<file path="config.mk">
export PLATFORM = sky130hd
export DESIGN_NAME = smc_regs
export DESIGN_NICKNAME = d
export VERILOG_FILES = /design/src/inc/smc_pkg.sv /design/src/inc/smc_otp_if.sv /design/src/hdl/smc_regs.sv /design/src/hdl/smc_otp_mem.sv
export SDC_FILE = /design/constraint.sdc
export NUM_CORES = 1
export LEC_CHECK = 0
export BUFFER_PORTS_ARGS = -buffer_cell sky130_fd_sc_hd__buf_4
export CORE_MARGIN = 4
export CORE_UTILIZATION = 56
export CTS_BUF_LIST = sky130_fd_sc_hd__clkbuf_8
export DETAILED_ROUTE_END_ITERATION = 8
export PLACE_DENSITY = 0.8
export SYNTH_ARGS = -nofsm -noshare
export SYNTH_HDL_FRONTEND = slang
export SYNTH_SLANG_ARGS = --single-unit
</file>
<file path="constraint.sdc">
create_clock -name i_clk_sys -period 2.3 [get_ports i_clk_sys]
set_clock_uncertainty 0.1 [all_clocks]
set_input_delay 0 -clock i_clk_sys [delete_from_list [all_inputs] [get_ports i_clk_sys]]
set_output_delay 0 -clock i_clk_sys [all_outputs]
set_load 0.02 [all_outputs]
</file>
<file path="src/inc/smc_pkg.sv">
package smc_pkg;

    // Register offsets
    localparam logic [7:0] ADDR_ID      = 8'h18;
    localparam logic [7:0] ADDR_INIT    = 8'h1A;
    localparam logic [7:0] ADDR_GENERAL_STORAGE_BYTE = 8'h1B;
    localparam logic [7:0] ADDR_POWER   = 8'h1C;
    localparam logic [7:0] ADDR_XACT    = 8'h20;
    localparam logic [7:0] ADDR_YACT    = 8'h21;
    localparam logic [7:0] ADDR_ZACT    = 8'h22;
    localparam logic [7:0] ADDR_RESTART = 8'h24;

    // Field positions
    localparam int PWR_W           = 3;
    localparam int ACTIVE_LSB      = 0;
    localparam int IDLE_LSB        = 4;
    localparam int BIT_FAST_SERIAL = 7;
    localparam int BIT_PUSH_POS    = 2;
    localparam int BIT_PUSH_NEG    = 3;
    localparam int BIT_SOFT_RESET  = 6;
    localparam int BIT_RELOAD      = 7;

    // Power level codes, others reserved
    localparam logic [2:0] PWR_LOW       = 3'h0;
    localparam logic [2:0] PWR_ULTRA_LOW = 3'h3;
    localparam logic [2:0] PWR_PRECISION = 3'h4;

    // Reset and readback values
    localparam logic [7:0] RST_BYTE      = 8'h00;
    localparam logic [7:0] Y_AWAKE_READ  = 8'h80;
    localparam logic [7:0] Y_ASLEEP_READ = 8'h00;
    localparam logic [7:0] UNMAPPED_READ = 8'h00;

    // Operating state codes seen on i_op_state
    localparam logic [2:0] ST_SLEEP   = 3'h0;
    localparam logic [2:0] ST_STANDBY = 3'h1;
    localparam logic [2:0] ST_WATCH   = 3'h2;
    localparam logic [2:0] ST_CONTINUOUS_WAKE_STATE   = 3'h5;
    localparam logic [2:0] ST_SNIFF_WAKE_STATE   = 3'h6;
    localparam logic [2:0] ST_BURST   = 3'h7;

    // Non-volatile store geometry
    localparam int             OTP_AW    = 4;
    localparam int             OTP_DW    = 8;
    localparam int             OTP_DEPTH = 16;
    localparam logic [OTP_AW-1:0] OTP_LAST = 4'hF;
    localparam logic [OTP_AW-1:0] OTP_FIRST = 4'h0;

    typedef enum logic [1:0] {
        SEQ_IDLE,
        SEQ_LOAD,
        SEQ_DRAIN,
        SEQ_EXPAND
    } smc_seq_t;

    function automatic logic smc_is_awake(input logic [2:0] st);
        smc_is_awake = (st == ST_WATCH) || (st == ST_CONTINUOUS_WAKE_STATE) ||
                       (st == ST_SNIFF_WAKE_STATE) || (st == ST_BURST);
    endfunction

endpackage

</file>
<file path="src/inc/smc_otp_if.sv">
interface smc_otp_if;
    import smc_pkg::*;
    logic              en;
    logic [OTP_AW-1:0] addr;
    logic [OTP_DW-1:0] rd_data;
    modport ctrl (output en, output addr, input rd_data);
    modport mem  (input en, input addr, output rd_data);
endinterface

</file>
<file path="src/hdl/smc_regs.sv">
// Function
// - Identity byte fixed, read only, writes ignored
// - Storage byte read back unchanged, no effect
// - Active power level field in bits 2:0
// - Idle watch power level in bits 6:4
// - Fast serial enable bit always reads zero
// - X bits 2/3 push positive/negative
// - Y bits 2/3 push positive/negative
// - Y reads 0x80 awake, 0x00 asleep
// - Z bits 2/3 push, host zeroes others
// - Any reset restores four-wire serial wiring
// - Bit 6 runs full restart, self clears
// - Bit 7 copies store, busy shown meanwhile
module smc_regs #(
    parameter logic [7:0] IDENTITY_CODE = 8'h5A // Arbitrary value
) (
    input  wire logic                       i_clk_sys,
    input  wire logic                       i_rstn,
    input  wire logic                       i_wr_en,
    input  wire logic                       i_rd_en,
    input  wire logic [7:0]                 i_addr,
    input  wire logic [7:0]                 i_wdata,
    input  wire logic [2:0]                 i_op_state,
    input  wire logic                       i_three_wire_req,
    output logic      [7:0]                 o_rdata,
    output logic                            o_rd_valid,
    output logic      [smc_pkg::PWR_W-1:0]  o_active_power_level,
    output logic      [smc_pkg::PWR_W-1:0]  o_idle_watch_power_level,
    output logic                            o_fast_serial_enable,
    output logic                            o_x_push_positive,
    output logic                            o_x_push_negative,
    output logic                            o_y_push_positive,
    output logic                            o_y_push_negative,
    output logic                            o_z_push_positive,
    output logic                            o_z_push_negative,
    output logic                            o_three_wire,
    output logic                            o_soft_reset,
    output logic                            o_otp_busy,
    output logic                            o_otp_wr_valid,
    output logic      [smc_pkg::OTP_AW-1:0] o_otp_wr_addr,
    output logic      [smc_pkg::OTP_DW-1:0] o_otp_wr_data,
    output logic                            o_offset_expand
);
    import smc_pkg::*;

    smc_otp_if otp_bus ();

    // Register state
    logic [7:0]       init_reg,      init_next;
    logic [7:0]       general_storage_byte_reg,   general_storage_byte_next;
    logic [PWR_W-1:0] active_reg,    active_next;
    logic [PWR_W-1:0] idle_reg,      idle_next;
    logic             fast_reg,      fast_next;
    logic [2:0]       pos_reg,       pos_next;
    logic [2:0]       neg_reg,       neg_next;
    logic             soft_reg,      soft_next;
    logic             reload_reg,    reload_next;
    logic             three_reg,     three_next;
    logic [7:0]       rdata_reg,     rdata_next;
    logic             rd_valid_reg,  rd_valid_next;
    logic             softrst_reg,   softrst_next;

    // Sequencer state
    smc_seq_t         seq_reg,       seq_next;
    logic [OTP_AW-1:0] cnt_reg,      cnt_next;
    logic             wr_valid_reg,  wr_valid_next;
    logic [OTP_AW-1:0] wr_addr_reg,  wr_addr_next;
    logic             expand_reg,    expand_next;

    logic             idle;
    logic             wr_hit;
    logic             soft_go;
    logic             reload_go;
    logic [2:0]       push_pos;
    logic [2:0]       push_neg;
    logic [7:0]       rd_mux;

    assign idle      = (seq_reg == SEQ_IDLE);
    assign wr_hit    = i_wr_en && idle;
    assign soft_go   = wr_hit && (i_addr == ADDR_RESTART) && i_wdata[BIT_SOFT_RESET];
    assign reload_go = wr_hit && (i_addr == ADDR_RESTART) && !i_wdata[BIT_SOFT_RESET] &&
                       i_wdata[BIT_RELOAD] && !reload_reg;

    // Register writes; a restart puts every field back to its default except the restart bit, which it sets
    always_comb begin
        init_next    = init_reg;
        general_storage_byte_next = general_storage_byte_reg;
        active_next  = active_reg;
        idle_next    = idle_reg;
        fast_next    = fast_reg;
        pos_next     = pos_reg;
        neg_next     = neg_reg;
        soft_next    = soft_reg;
        reload_next  = reload_reg;
        three_next   = three_reg;
        softrst_next = 1'b0;
        if (i_three_wire_req) begin
            three_next = 1'b1;
        end
        if (soft_go) begin
            init_next    = RST_BYTE;
            general_storage_byte_next = RST_BYTE;
            active_next  = PWR_LOW;
            idle_next    = PWR_LOW;
            fast_next    = 1'b0;
            pos_next     = '0;
            neg_next     = '0;
            reload_next  = 1'b0;
            soft_next    = 1'b1;
            softrst_next = 1'b1;
            three_next   = 1'b0;
        end else if (wr_hit) begin
            if (i_addr == ADDR_INIT) begin
                init_next = i_wdata;
            end else if (i_addr == ADDR_GENERAL_STORAGE_BYTE) begin
                general_storage_byte_next = i_wdata;
            end else if (i_addr == ADDR_POWER) begin
                active_next = i_wdata[ACTIVE_LSB +: PWR_W];
                idle_next   = i_wdata[IDLE_LSB +: PWR_W];
                fast_next   = i_wdata[BIT_FAST_SERIAL];
            end else if (i_addr == ADDR_XACT) begin
                pos_next[0] = i_wdata[BIT_PUSH_POS];
                neg_next[0] = i_wdata[BIT_PUSH_NEG];
            end else if (i_addr == ADDR_YACT) begin
                pos_next[1] = i_wdata[BIT_PUSH_POS];
                neg_next[1] = i_wdata[BIT_PUSH_NEG];
            end else if (i_addr == ADDR_ZACT) begin
                pos_next[2] = i_wdata[BIT_PUSH_POS];
                neg_next[2] = i_wdata[BIT_PUSH_NEG];
            end else if (i_addr == ADDR_RESTART) begin
                reload_next = i_wdata[BIT_RELOAD];
            end
        end
        if (seq_reg == SEQ_EXPAND) begin
            soft_next = 1'b0;
        end
    end

    // Read side; registered answer one cycle after the strobe
    always_comb begin
        if (i_addr == ADDR_ID) begin
            rd_mux = IDENTITY_CODE;
        end else if (i_addr == ADDR_INIT) begin
            rd_mux = init_reg;
        end else if (i_addr == ADDR_GENERAL_STORAGE_BYTE) begin
            rd_mux = general_storage_byte_reg;
        end else if (i_addr == ADDR_POWER) begin
            rd_mux = {1'b0, idle_reg, 1'b0, active_reg};
        end else if (i_addr == ADDR_YACT) begin
            rd_mux = smc_is_awake(i_op_state) ? Y_AWAKE_READ : Y_ASLEEP_READ;
        end else if (i_addr == ADDR_ZACT) begin
            rd_mux = {4'h0, neg_reg[2], pos_reg[2], 2'h0};
        end else if (i_addr == ADDR_RESTART) begin
            rd_mux = {reload_reg, soft_reg, 6'h00};
        end else begin
            rd_mux = UNMAPPED_READ;
        end
        rd_valid_next = i_rd_en;
        rdata_next    = i_rd_en ? rd_mux : rdata_reg;
    end

    // Store copy: issue address, data returns a cycle later
    always_comb begin
        seq_next      = seq_reg;
        cnt_next      = cnt_reg;
        wr_valid_next = 1'b0;
        wr_addr_next  = wr_addr_reg;
        expand_next   = 1'b0;
        otp_bus.en    = 1'b0;
        otp_bus.addr  = cnt_reg;
        case (seq_reg)
            SEQ_IDLE: begin
                cnt_next = OTP_FIRST;
                if (soft_go || reload_go) begin
                    seq_next = SEQ_LOAD;
                end
            end
            SEQ_LOAD: begin
                otp_bus.en    = 1'b1;
                wr_valid_next = 1'b1;
                wr_addr_next  = cnt_reg;
                cnt_next      = cnt_reg + 1'b1;
                if (cnt_reg == OTP_LAST) begin
                    seq_next = SEQ_DRAIN;
                end
            end
            SEQ_DRAIN: begin
                seq_next = soft_reg ? SEQ_EXPAND : SEQ_IDLE;
                if (soft_reg) begin
                    expand_next = 1'b1;
                end
            end
            SEQ_EXPAND: begin
                seq_next = SEQ_IDLE;
            end
            default: begin
                seq_next = SEQ_IDLE;
            end
        endcase
    end

    always_ff @(posedge i_clk_sys or negedge i_rstn) begin
        if (!i_rstn) begin
            init_reg     <= RST_BYTE;
            general_storage_byte_reg  <= RST_BYTE;
            active_reg   <= PWR_LOW;
            idle_reg     <= PWR_LOW;
            fast_reg     <= 1'b0;
            pos_reg      <= '0;
            neg_reg      <= '0;
            soft_reg     <= 1'b0;
            reload_reg   <= 1'b0;
            three_reg    <= 1'b0;
            rdata_reg    <= RST_BYTE;
            rd_valid_reg <= 1'b0;
            softrst_reg  <= 1'b0;
            seq_reg      <= SEQ_IDLE;
            cnt_reg      <= OTP_FIRST;
            wr_valid_reg <= 1'b0;
            wr_addr_reg  <= OTP_FIRST;
            expand_reg   <= 1'b0;
        end else begin
            init_reg     <= init_next;
            general_storage_byte_reg  <= general_storage_byte_next;
            active_reg   <= active_next;
            idle_reg     <= idle_next;
            fast_reg     <= fast_next;
            pos_reg      <= pos_next;
            neg_reg      <= neg_next;
            soft_reg     <= soft_next;
            reload_reg   <= reload_next;
            three_reg    <= three_next;
            rdata_reg    <= rdata_next;
            rd_valid_reg <= rd_valid_next;
            softrst_reg  <= softrst_next;
            seq_reg      <= seq_next;
            cnt_reg      <= cnt_next;
            wr_valid_reg <= wr_valid_next;
            wr_addr_reg  <= wr_addr_next;
            expand_reg   <= expand_next;
        end
    end

    // Opposing push bits cancel on each axis
    for (genvar ax = 0; ax < 3; ax++) begin : g_axis
        assign push_pos[ax] = pos_reg[ax] && !neg_reg[ax];
        assign push_neg[ax] = neg_reg[ax] && !pos_reg[ax];
    end

    smc_otp_mem u_otp (
        .i_clk_sys (i_clk_sys),
        .i_rstn    (i_rstn),
        .otp       (otp_bus.mem)
    );

    assign o_rdata                  = rdata_reg;
    assign o_rd_valid               = rd_valid_reg;
    assign o_active_power_level     = active_reg;
    assign o_idle_watch_power_level = idle_reg;
    assign o_fast_serial_enable     = fast_reg;
    assign o_x_push_positive        = push_pos[0];
    assign o_x_push_negative        = push_neg[0];
    assign o_y_push_positive        = push_pos[1];
    assign o_y_push_negative        = push_neg[1];
    assign o_z_push_positive        = push_pos[2];
    assign o_z_push_negative        = push_neg[2];
    assign o_three_wire             = three_reg;
    assign o_soft_reset             = softrst_reg;
    assign o_otp_busy               = !idle;
    assign o_otp_wr_valid           = wr_valid_reg;
    assign o_otp_wr_addr            = wr_addr_reg;
    assign o_otp_wr_data            = otp_bus.rd_data;
    assign o_offset_expand          = expand_reg;
endmodule // smc_regs

</file>
<file path="src/hdl/smc_otp_mem.sv">
module smc_otp_mem #(
    parameter logic [smc_pkg::OTP_DEPTH*smc_pkg::OTP_DW-1:0] CONTENT = '0
) (
    input  wire logic i_clk_sys,
    input  wire logic i_rstn,
    smc_otp_if.mem    otp
);
    import smc_pkg::*;

    logic [OTP_DW-1:0] rd_data_reg;
    logic [OTP_DW-1:0] rd_data_next;

    // Core only delivers data while enabled
    always_comb begin
        rd_data_next = rd_data_reg;
        if (otp.en) begin
            rd_data_next = CONTENT[otp.addr*OTP_DW +: OTP_DW];
        end
    end

    always_ff @(posedge i_clk_sys or negedge i_rstn) begin
        if (!i_rstn) begin
            rd_data_reg <= '0;
        end else begin
            rd_data_reg <= rd_data_next;
        end
    end

    assign otp.rd_data = rd_data_reg;

endmodule // smc_otp_mem

</file>
==> impl_metrics.csv, run 1 <==
group,metric,value,unit
placed_design,gp_congestion,0.7880,
power,p_leak,1.880,nW
critical_path,cp.required,2.42,ns
placed_design,place_hpwl,4196,um
yosys,yosysWarnings,0,
routing,first_pass_iters,4,
yosys,synthFlopType,"dfrtp_1",
sta,drv_slew,0,
sta,setup_viol,0,
power,powerDensity,577.7,nW/um^2
floorplanning,fp-row-count,25,
global_route,gr-total-overflow,0,
routing,routed_wl,5975,um
layout,drive_gt1_share,22.49,%
clocking,htreeDepth,2,
sta,grt_setup_unrepaired,"false",
critical_path,cp.arrival,2.14,ns
clocking,cts.repair.resized,0,
routing,wl_per_cell,15.09,um
sta,max_freq,495.0,MHz
sta,worst_slew_pin_slew,0.6780,ns
power,ir_worst_vdd,0.4085,mV
sta,fin_setup_tns,0,ns
routing,vias_per_cell,5.253,
sta,period_share,87.84,%
floorplanning,io_pins,63,
global_route,grt_max_degree,55,
yosys,yosys-top-cells-count,"dfrtp_1 (54), nor2_1 (34), nand2_1 (31), mux2i_1 (30), inv_1 (12)",
flow_run,maxCapViolCount,0,
routing,drtAntennaViolNets,0,
layout,diodes,0,
placed_design,port_buffers,54,
placed_design,dp_slack,0.3783,ns
yosys,synth_area_leader_cell,"dfrtp_1",
layout,syn2layout_area_growth,23.90,%
sta,hold_viol_final,0,
yosys,synth_top_area_share,49.45,%
yosys,synth_seq_cells,54,
routing,drtIter0Drc,131,
yosys,yosys.cell_count.top_type,"dfrtp_1",
placed_design,dp.cells,373,
layout,fill_cells,364,
status,run_status,"finished clean",
yosys,async_flop_share,100.0,%
worst_hold_path,hp-class,"input pin to flip-flop",
floorplanning,core-area,4723,um^2
clocking,cts_setup_buffers,0,
yosys,ys_types,43,
clocking,numCtsBuffers,5,
yosys,syn_area,2733,um^2
global_route,grt_usage,21.19,%
critical_path,cp_max_fo,8,
clocking,cts.reportedPaths.clkPinSlew,0.09,ns
clocking,clock-sinks,54,
clocking,clkLatencyLatePin,0.30,ns
power,p_total,1.956,mW
layout,final_area,3386,um^2
routing,dr_total_vias,2080,
sta,whs,0.01359,ns
yosys,avgSynthCellArea,10.39,um^2
sta,timing.final.ws_setup,0.2797,ns
yosys,ys_seq_area_share,49.45,%
yosys,synth_edf_count,0,
sta,slew_headroom,54.80,%
floorplanning,fp.dieArea,6061,um^2
sta,min_period,2.020,ns
placed_design,post_dp_cell_area,3129,um^2
global_route,grt_pass1_wl,10270,um
layout,postLayoutCoreUtil,71.68,%
floorplanning,die_h,77.86,um
critical_path,path_class,"input pin to flip-flop",
yosys,synth_area_leaders,"dfrtp_1 (49%), mux2i_1 (11%), nor2_1 (4.7%)",
yosys,synth_cells,263,
floorplanning,start_util,57.85,%
floorplanning,die_w,77.86,um
clocking,cts.path.max_buffers,2,
clocking,cts_root_buffer,"clkbuf_8",
critical_path,startpoint_type,"input pin",
clocking,cts_tree,"built",
global_route,grt_pass1_vias,2105,
layout,stdcell_count,396,
layout,nets,353,
global_route,antenna_found_initial,0,
routing,drc,0,
critical_path,crit_path_end_kind,"flip-flop",
==> path summary, 6_finish.rpt <==
path                                  start                     endpoint  slack (ns)  cells after the start
hold / removal                    i_addr[7]                   seq_reg[0]        0.01                      4
hold reg to reg            o_otp_wr_addr[3]             o_otp_wr_addr[3]        0.39                      2
setup reg to reg                 seq_reg[1]                     soft_reg        0.36                      5
setup / recovery                  i_addr[3]                   o_rdata[3]        0.28                      6
max in group asynchronous            i_rstn  o_idle_watch_power_level[2]        1.47                      2
min in group asynchronous            i_rstn             o_otp_wr_addr[1]        0.16                      2
==> what timing repair did <==
| item | in CTS | in global routing |
|---|---|---|
| hold buffers | 15 | 0 |
| endpoints found under the hold margin | 95 | 0 |
| endpoints found under the setup margin | 0 | 0 |
==> cells by family after synthesis <==
logic type / after synthesis / synth area share, %
compound gates: 36 / 9.203
fa+ha+maj: 1 / 0.4578
buf+inv: 32 / 6.547
flops: 54 / 49.45
mux: 31 / 11.40
other cells: 1 / 0.1372
simple gates: 108 / 22.80
==> final cells by class <==
type / count / area (um^2) / area share [%]
sequential: 54 / 1351 / 39.91
multi-input combinational: 184 / 1229 / 36.29
timing repair buffer: 71 / 570.5 / 16.85
tap: 67 / 83.83 / 2.476
clock buffer: 5 / 68.82 / 2.033
inverter: 12 / 45.04 / 1.330
clock inverter: 3 / 37.54 / 1.109
==> power by group <==
| group | switching [mW] | internal (mW) |
|---|---|---|
| Combinational | 0.185 | 0.133 |
| Clock | 0.294 | 0.317 |
| Sequential | 0.0302 | 0.997 |
==> critical path, stage by stage <==
cell and delay (ns):
dlygate4sd3_1 0.55, buf_4 0.14, nor3b_2 0.51, dlygate4sd3_1 0.65, nand4_1 0.10, a31oi_1 0.20
==> cell usage in the layout (no fill, tap or decap), types with 2 or more instances in the layout <==
cell type,instances
nor3b_2,2
dlygate4sd3_1,15
and3b_1,3
nand3_1,5
clkbuf_8,5
nor2_1,34
o21ai_0,7
nor2_4,2
a21oi_1,2
nand4_4,4
nand2_1,31
nand4_1,5
a22o_1,4
dfrtp_1,54
o22ai_1,7
buf_4,56
nor3_1,3
a22oi_1,4
inv_1,14
conb_1,8
nor3b_4,2
nor2b_1,9
nand2b_1,3
o211ai_1,2
mux2i_1,30
a21boi_0,2
==> per-layer routing <==
metal / track usage [%] / part of all wire, % / up-vias / wire [um]
li1: - / - / 1018 / -
met1: 30.14 / 44 / 993 / 2650
met2: 33.30 / 49 / 61 / 2926
met3: 3.016 / 5.3 / 8 / 316
met4: 7.117 / 1.4 / 0 / 81
met5: 0 / 0 / - / 0
(Power assumes the default switching activity.)
==> inputs of run 2 (changes only) <==
==> constraint.sdc (replaced) <==
create_clock -name i_clk_sys -period 2 [get_ports i_clk_sys]
set_clock_uncertainty 0.1 [all_clocks]
set_input_delay 0 -clock i_clk_sys [delete_from_list [all_inputs] [get_ports i_clk_sys]]
set_output_delay 0 -clock i_clk_sys [all_outputs]
set_load 0.02 [all_outputs]
==> impl_metrics.csv, run 2 (synthesis gave the netlist of run 1 again) <==
group,metric,value,unit
status,run_status,"finished clean",
global_route,grt_pass1_vias,2032,
clocking,htreeDepth,2,
worst_hold_path,hp-class,"input pin to flip-flop",
global_route,gr-total-overflow,0,
floorplanning,start_util,57.85,%
sta,period_share,90.03,%
power,netSwitchingFraction,27.33,%
global_route,grt_pass1_wl,9722,um
global_route,antenna_found_initial,0,
sta,slew_headroom,56.72,%
clocking,cts.path.max_buffers,2,
layout,nets,355,
routing,drtAntennaViolNets,0,
routing,routed_wl,5721,um
layout,final_cell_mix,"buf_4 (59), dfrtp_1 (54), nor2_1 (34)",
sta,hold_viol_final,0,
critical_path,startpoint_type,"input pin",
placed_design,post_dp_cell_area,3152,um^2
critical_path,path_class,"input pin to flip-flop",
routing,first_pass_iters,4,
routing,drc,0,
placed_design,dp_slack,0.3269,ns
sta,max_freq,555.4,MHz
placed_design,gp_congestion,0.7871,
clocking,cts_tree,"built",
power,pwr-share-clk,26.9,%
sta,setup_viol,0,
sta,worst_slew_pin_slew,0.6493,ns
layout,drive_gt1_share,23.33,%
power,seqPwrFrac,55.9,%
floorplanning,io_pins,63,
clocking,cts.reportedPaths.clkPinSlew,0.09,ns
sta,timing.final.ws_setup,0.1994,ns
layout,diodes,0,
floorplanning,die_w,77.86,um
global_route,grt_usage,20.26,%
layout,syn2layout_area_growth,23.40,%
layout,stdcell_count,397,
critical_path,cp_max_fo,13,
sta,min_period,1.801,ns
floorplanning,core-area,4723,um^2
floorplanning,fp.dieArea,6061,um^2
sta,fin_setup_tns,0,ns
floorplanning,die_h,77.86,um
clocking,clock-sinks,54,
routing,wl_per_cell,14.41,um
power,power.internal,1.537,mW
placed_design,port_buffers,54,
routing,dr_total_vias,2094,
critical_path,cp.arrival,1.93,ns
clocking,cts.repair.resized,0,
layout,final_area,3372,um^2
routing,vias_per_cell,5.275,
floorplanning,fp-row-count,25,
layout,postLayoutCoreUtil,71.39,%
routing,drtIter0Drc,149,
critical_path,crit_path_end_kind,"flip-flop",
power,p_leak,1.870,nW
sta,grt_setup_unrepaired,"false",
critical_path,cp.required,2.13,ns
placed_design,place_hpwl,4095,um
power,powerDensity,627.0,nW/um^2
clocking,cts_root_buffer,"clkbuf_8",
clocking,numCtsBuffers,5,
sta,drv_slew,0,
layout,final_common_cell,"buf_4",
power,ir_worst_vdd,0.3946,mV
power,switchingPower,0.5778,mW
global_route,grt_max_degree,55,
flow_run,maxCapViolCount,0,
clocking,clkLatencyLatePin,0.30,ns
power,pwr-share-comb,17.2,%
placed_design,dp.cells,376,
==> run 2: repair_timing <==
| item | in CTS | in global routing |
|---|---|---|
| hold buffers | 14 | 0 |
| hold endpoints to repair | 95 | 0 |
| setup buffers | 0 | 0 |
==> run 2: path summary, 6_finish.rpt <==
check                                 startpoint                     endpoint  slack (ns)  cells past startpoint
worst max-delay path                   i_addr[7]                   o_rdata[3]        0.20                      6
worst min register to register  o_otp_wr_addr[3]             o_otp_wr_addr[3]        0.39                      2
max in group asynchronous                 i_rstn  general_storage_byte_reg[2]        1.21                      2
worst max register to register        seq_reg[0]      o_active_power_level[2]        0.31                      5
min in group asynchronous                 i_rstn             o_otp_wr_addr[2]        0.17                      2
worst min-delay path                   i_addr[1]                   o_rdata[5]        0.05                      5
==> run 2: metal layers <==
metal	GRT usage (%)	routed length, um
met5	0	0
met4	5.338	58
met3	4.640	334
met2	32.19	2739
met1	27.99	2589
==> run 2: worst max-delay path: stages <==
cell           delay, ns
dlygate4sd3_1       0.54
buf_4               0.14
nor2_4              0.34
dlygate4sd3_1       0.64
nand4_1             0.09
a31oi_1             0.17
==> run 2: final cells by class <==
type | instances | area [um^2]
clock buffers | 5 | 68.82
clock inverters | 2 | 11.26
fillers | 371 | 1351
inverters | 12 | 45.04
multi-input cells | 184 | 1229
flip-flops and latches | 54 | 1351
well taps | 67 | 83.83
repair buffers | 73 | 583.1
==> run 2: through the flow <==
stage               hold slack (ns)  total power, mW
floorplan                   -0.3956            1.396
global placement           -0.02623            1.539
detailed placement         -0.02176            1.548
CTS                         0.03691            2.138
global route                0.07644            2.216
finish                      0.04845            2.114
==> run 2: power groups by stage <==
stage	registers, mW	clock network, mW	logic, mW
floorplan	1.25	0	0.150
detailed placement	1.20	0	0.346
global route	1.19	0.627	0.400
CTS	1.18	0.588	0.369
finish	1.18	0.569	0.364
global placement	1.20	0	0.339
==> inputs of run 3 (changes only) <==
--- a/config.mk
+++ b/config.mk
@@ -6,10 +6,11 @@
 export NUM_CORES = 1
 export LEC_CHECK = 0
 export BUFFER_PORTS_ARGS = -buffer_cell sky130_fd_sc_hd__buf_4
-export CORE_MARGIN = 4
+export CORE_MARGIN = 2
 export CORE_UTILIZATION = 56
 export CTS_BUF_LIST = sky130_fd_sc_hd__clkbuf_8
 export DETAILED_ROUTE_END_ITERATION = 8
+export MAX_ROUTING_LAYER = met4
 export PLACE_DENSITY = 0.8
 export SYNTH_ARGS = -nofsm -noshare
 export SYNTH_HDL_FRONTEND = slang
==> impl_metrics.csv, run 3 (synthesis gave the netlist of run 1 again) <==
group,metric,value,unit
critical_path,crit_start,"i_addr[6]",
sta,worst_slew_pin_slew,0.6580,ns
placed_design,dp_slack,0.2803,ns
critical_path,critPathBufInv,3,
global_route,antenna_found_initial,0,
sta,min_period,1.782,ns
worst_hold_path,hp-class,"input pin to flip-flop",
sta,grt_setup_unrepaired,"false",
power,powerDensity,671.7,nW/um^2
critical_path,startpoint_type,"input pin",
status,run_status,"finished clean",
critical_path,cp.arrival,1.90,ns
sta,max_freq,561.3,MHz
critical_path,crit_path_end_kind,"flip-flop",
sta,period_share,89.08,%
layout,syn2layout_area_growth,24.22,%
layout,final_common_cell,"buf_4",
sta,hold_viol_final,0,
routing,wl_per_cell,14.31,um
global_route,grt_pass1_wl,9466,um
critical_path,cp.required,2.12,ns
floorplanning,fp-row-count,25,
layout,postLayoutCoreUtil,71.87,%
floorplanning,die_h,73.86,um
power,power.internal,1.700,mW
critical_path,cpMaxStageDelayCell,"dlygate4sd3_1",
critical_path,cp_max_fo,13,
critical_path,critPathTopFamily,"buffers and inverters",
routing,drtAntennaViolNets,0,
sta,setup_viol,0,
global_route,grt_max_degree,55,
floorplanning,die_w,73.86,um
critical_path,critPathMaxStageDelay,0.64,ns
clocking,htreeDepth,2,
placed_design,port_buffers,54,
flow_run,maxCapViolCount,0,
floorplanning,start_util,57.85,%
routing,vias_per_cell,5.250,
critical_path,crit_chain,"dlygate4sd3_1 -> buf_4 -> nor2_4 -> dlygate4sd3_1 -> nand4_1 -> a31oi_1",
power,ir_worst_vdd,0.4617,mV
clocking,cts_tree,"built",
placed_design,post_dp_cell_area,3152,um^2
global_route,grt_pass1_vias,1948,
power,p_leak,1.881,nW
sta,slew_headroom,56.13,%
layout,final_cell_mix,"buf_4 (59), dfrtp_1 (54), nor2_1 (34)",
layout,nets,354,
floorplanning,io_pins,63,
critical_path,crit_top_cell,"dlygate4sd3_1",
power,netSwitchingFraction,25.42,%
critical_path,regToRegStartpoint,"seq_reg[0]",
routing,drc,0,
routing,drtIter0Drc,245,
global_route,grt_usage,23.40,%
global_route,gr-total-overflow,0,
clocking,clkLatencyLatePin,0.30,ns
layout,diodes,0,
clocking,numCtsBuffers,5,
routing,first_pass_iters,4,
clocking,clock-sinks,54,
clocking,cts_root_buffer,"clkbuf_8",
clocking,cts.reportedPaths.clkPinSlew,0.09,ns
power,pwr-share-clk,32.3,%
layout,drive_gt1_share,23.71,%
placed_design,place_hpwl,3977,um
floorplanning,core-area,4723,um^2
sta,fin_setup_tns,0,ns
placed_design,gp_congestion,0.7941,
worst_hold_path,hold_start,"i_addr[7]",
sta,timing.final.ws_setup,0.2185,ns
routing,routed_wl,5667,um
power,switchingPower,0.5795,mW
clocking,cts.path.max_buffers,2,
layout,final_area,3395,um^2
floorplanning,fp.dieArea,5455,um^2
critical_path,path_class,"input pin to flip-flop",
sta,drv_slew,0,
routing,dr_total_vias,2079,
power,pwr-share-comb,15.9,%
power,seqPwrFrac,51.8,%
-- run 3: path summary, 6_finish.rpt --
path / to / depth (start not counted) / slack [ns]
setup / recovery: o_rdata[3] / 6 / 0.22
hold / removal: reload_reg / 4 / 0.006
setup reg to reg: o_idle_watch_power_level[2] / 5 / 0.28
hold reg to reg: o_otp_wr_addr[3] / 2 / 0.38
max in group asynchronous: general_storage_byte_reg[3] / 2 / 1.19
min in group asynchronous: o_otp_wr_addr[2] / 2 / 0.17
-- run 3: cell type report --
cell class	count	area, um^2
well taps	67	83.83
repair buffers	72	573.1
fillers	346	1329
inverters	12	45.04
clock inverters	1	30.03
flip-flops and latches	54	1351
multi-input cells	184	1229
clock buffers	6	82.58
-- run 3: worst register-to-register path, stage by stage (launching register included) --
cell and delay, ns:
dfrtp_1 0.47, nor3b_4 0.26, buf_4 0.22, nand4_4 0.24, mux2i_1 0.27, nor2_1 0.06
-- run 3: routing by layer --
metal	GRT usage, %	wire length, um	share of wire [%]	vias to the layer above
li1	-	-	-	1022
met1	32.29	2656	47	988
met2	36.41	2704	48	63
met3	3.978	257	4.5	6
met4	5.455	48	0.85	0
met5	-	0	0	-
-- run 3: timing repair --
| action | CTS | global route |
|---|---|---|
| setup buffers | 0 | 0 |
| hold endpoints to repair | 95 | 0 |
| setup endpoints to repair | 0 | 0 |
| resized for setup | 0 | 0 |
| hold buffers | 13 | 0 |
-- run 3: power groups by stage --
stage / Combinational (mW) / Clock (mW) / Sequential, mW
2_1_floorplan: 0.150 / 0 / 1.25
3_3_place_gp: 0.337 / 0 / 1.20
3_5_place_dp: 0.344 / 0 / 1.20
4_1_cts: 0.365 / 0.743 / 1.18
5_1_grt: 0.396 / 0.793 / 1.19
6_report: 0.362 / 0.737 / 1.18
-- run 3: stage by stage --
step                power, mW  std cells  hold WS [ns]
floorplan               1.396        270       -0.3956
global placement        1.538        376      -0.02619
detailed placement      1.547        376      -0.02161
CTS                     2.289        396       0.01503
global route            2.380        396       0.02207
finish                  2.280        396      0.006468
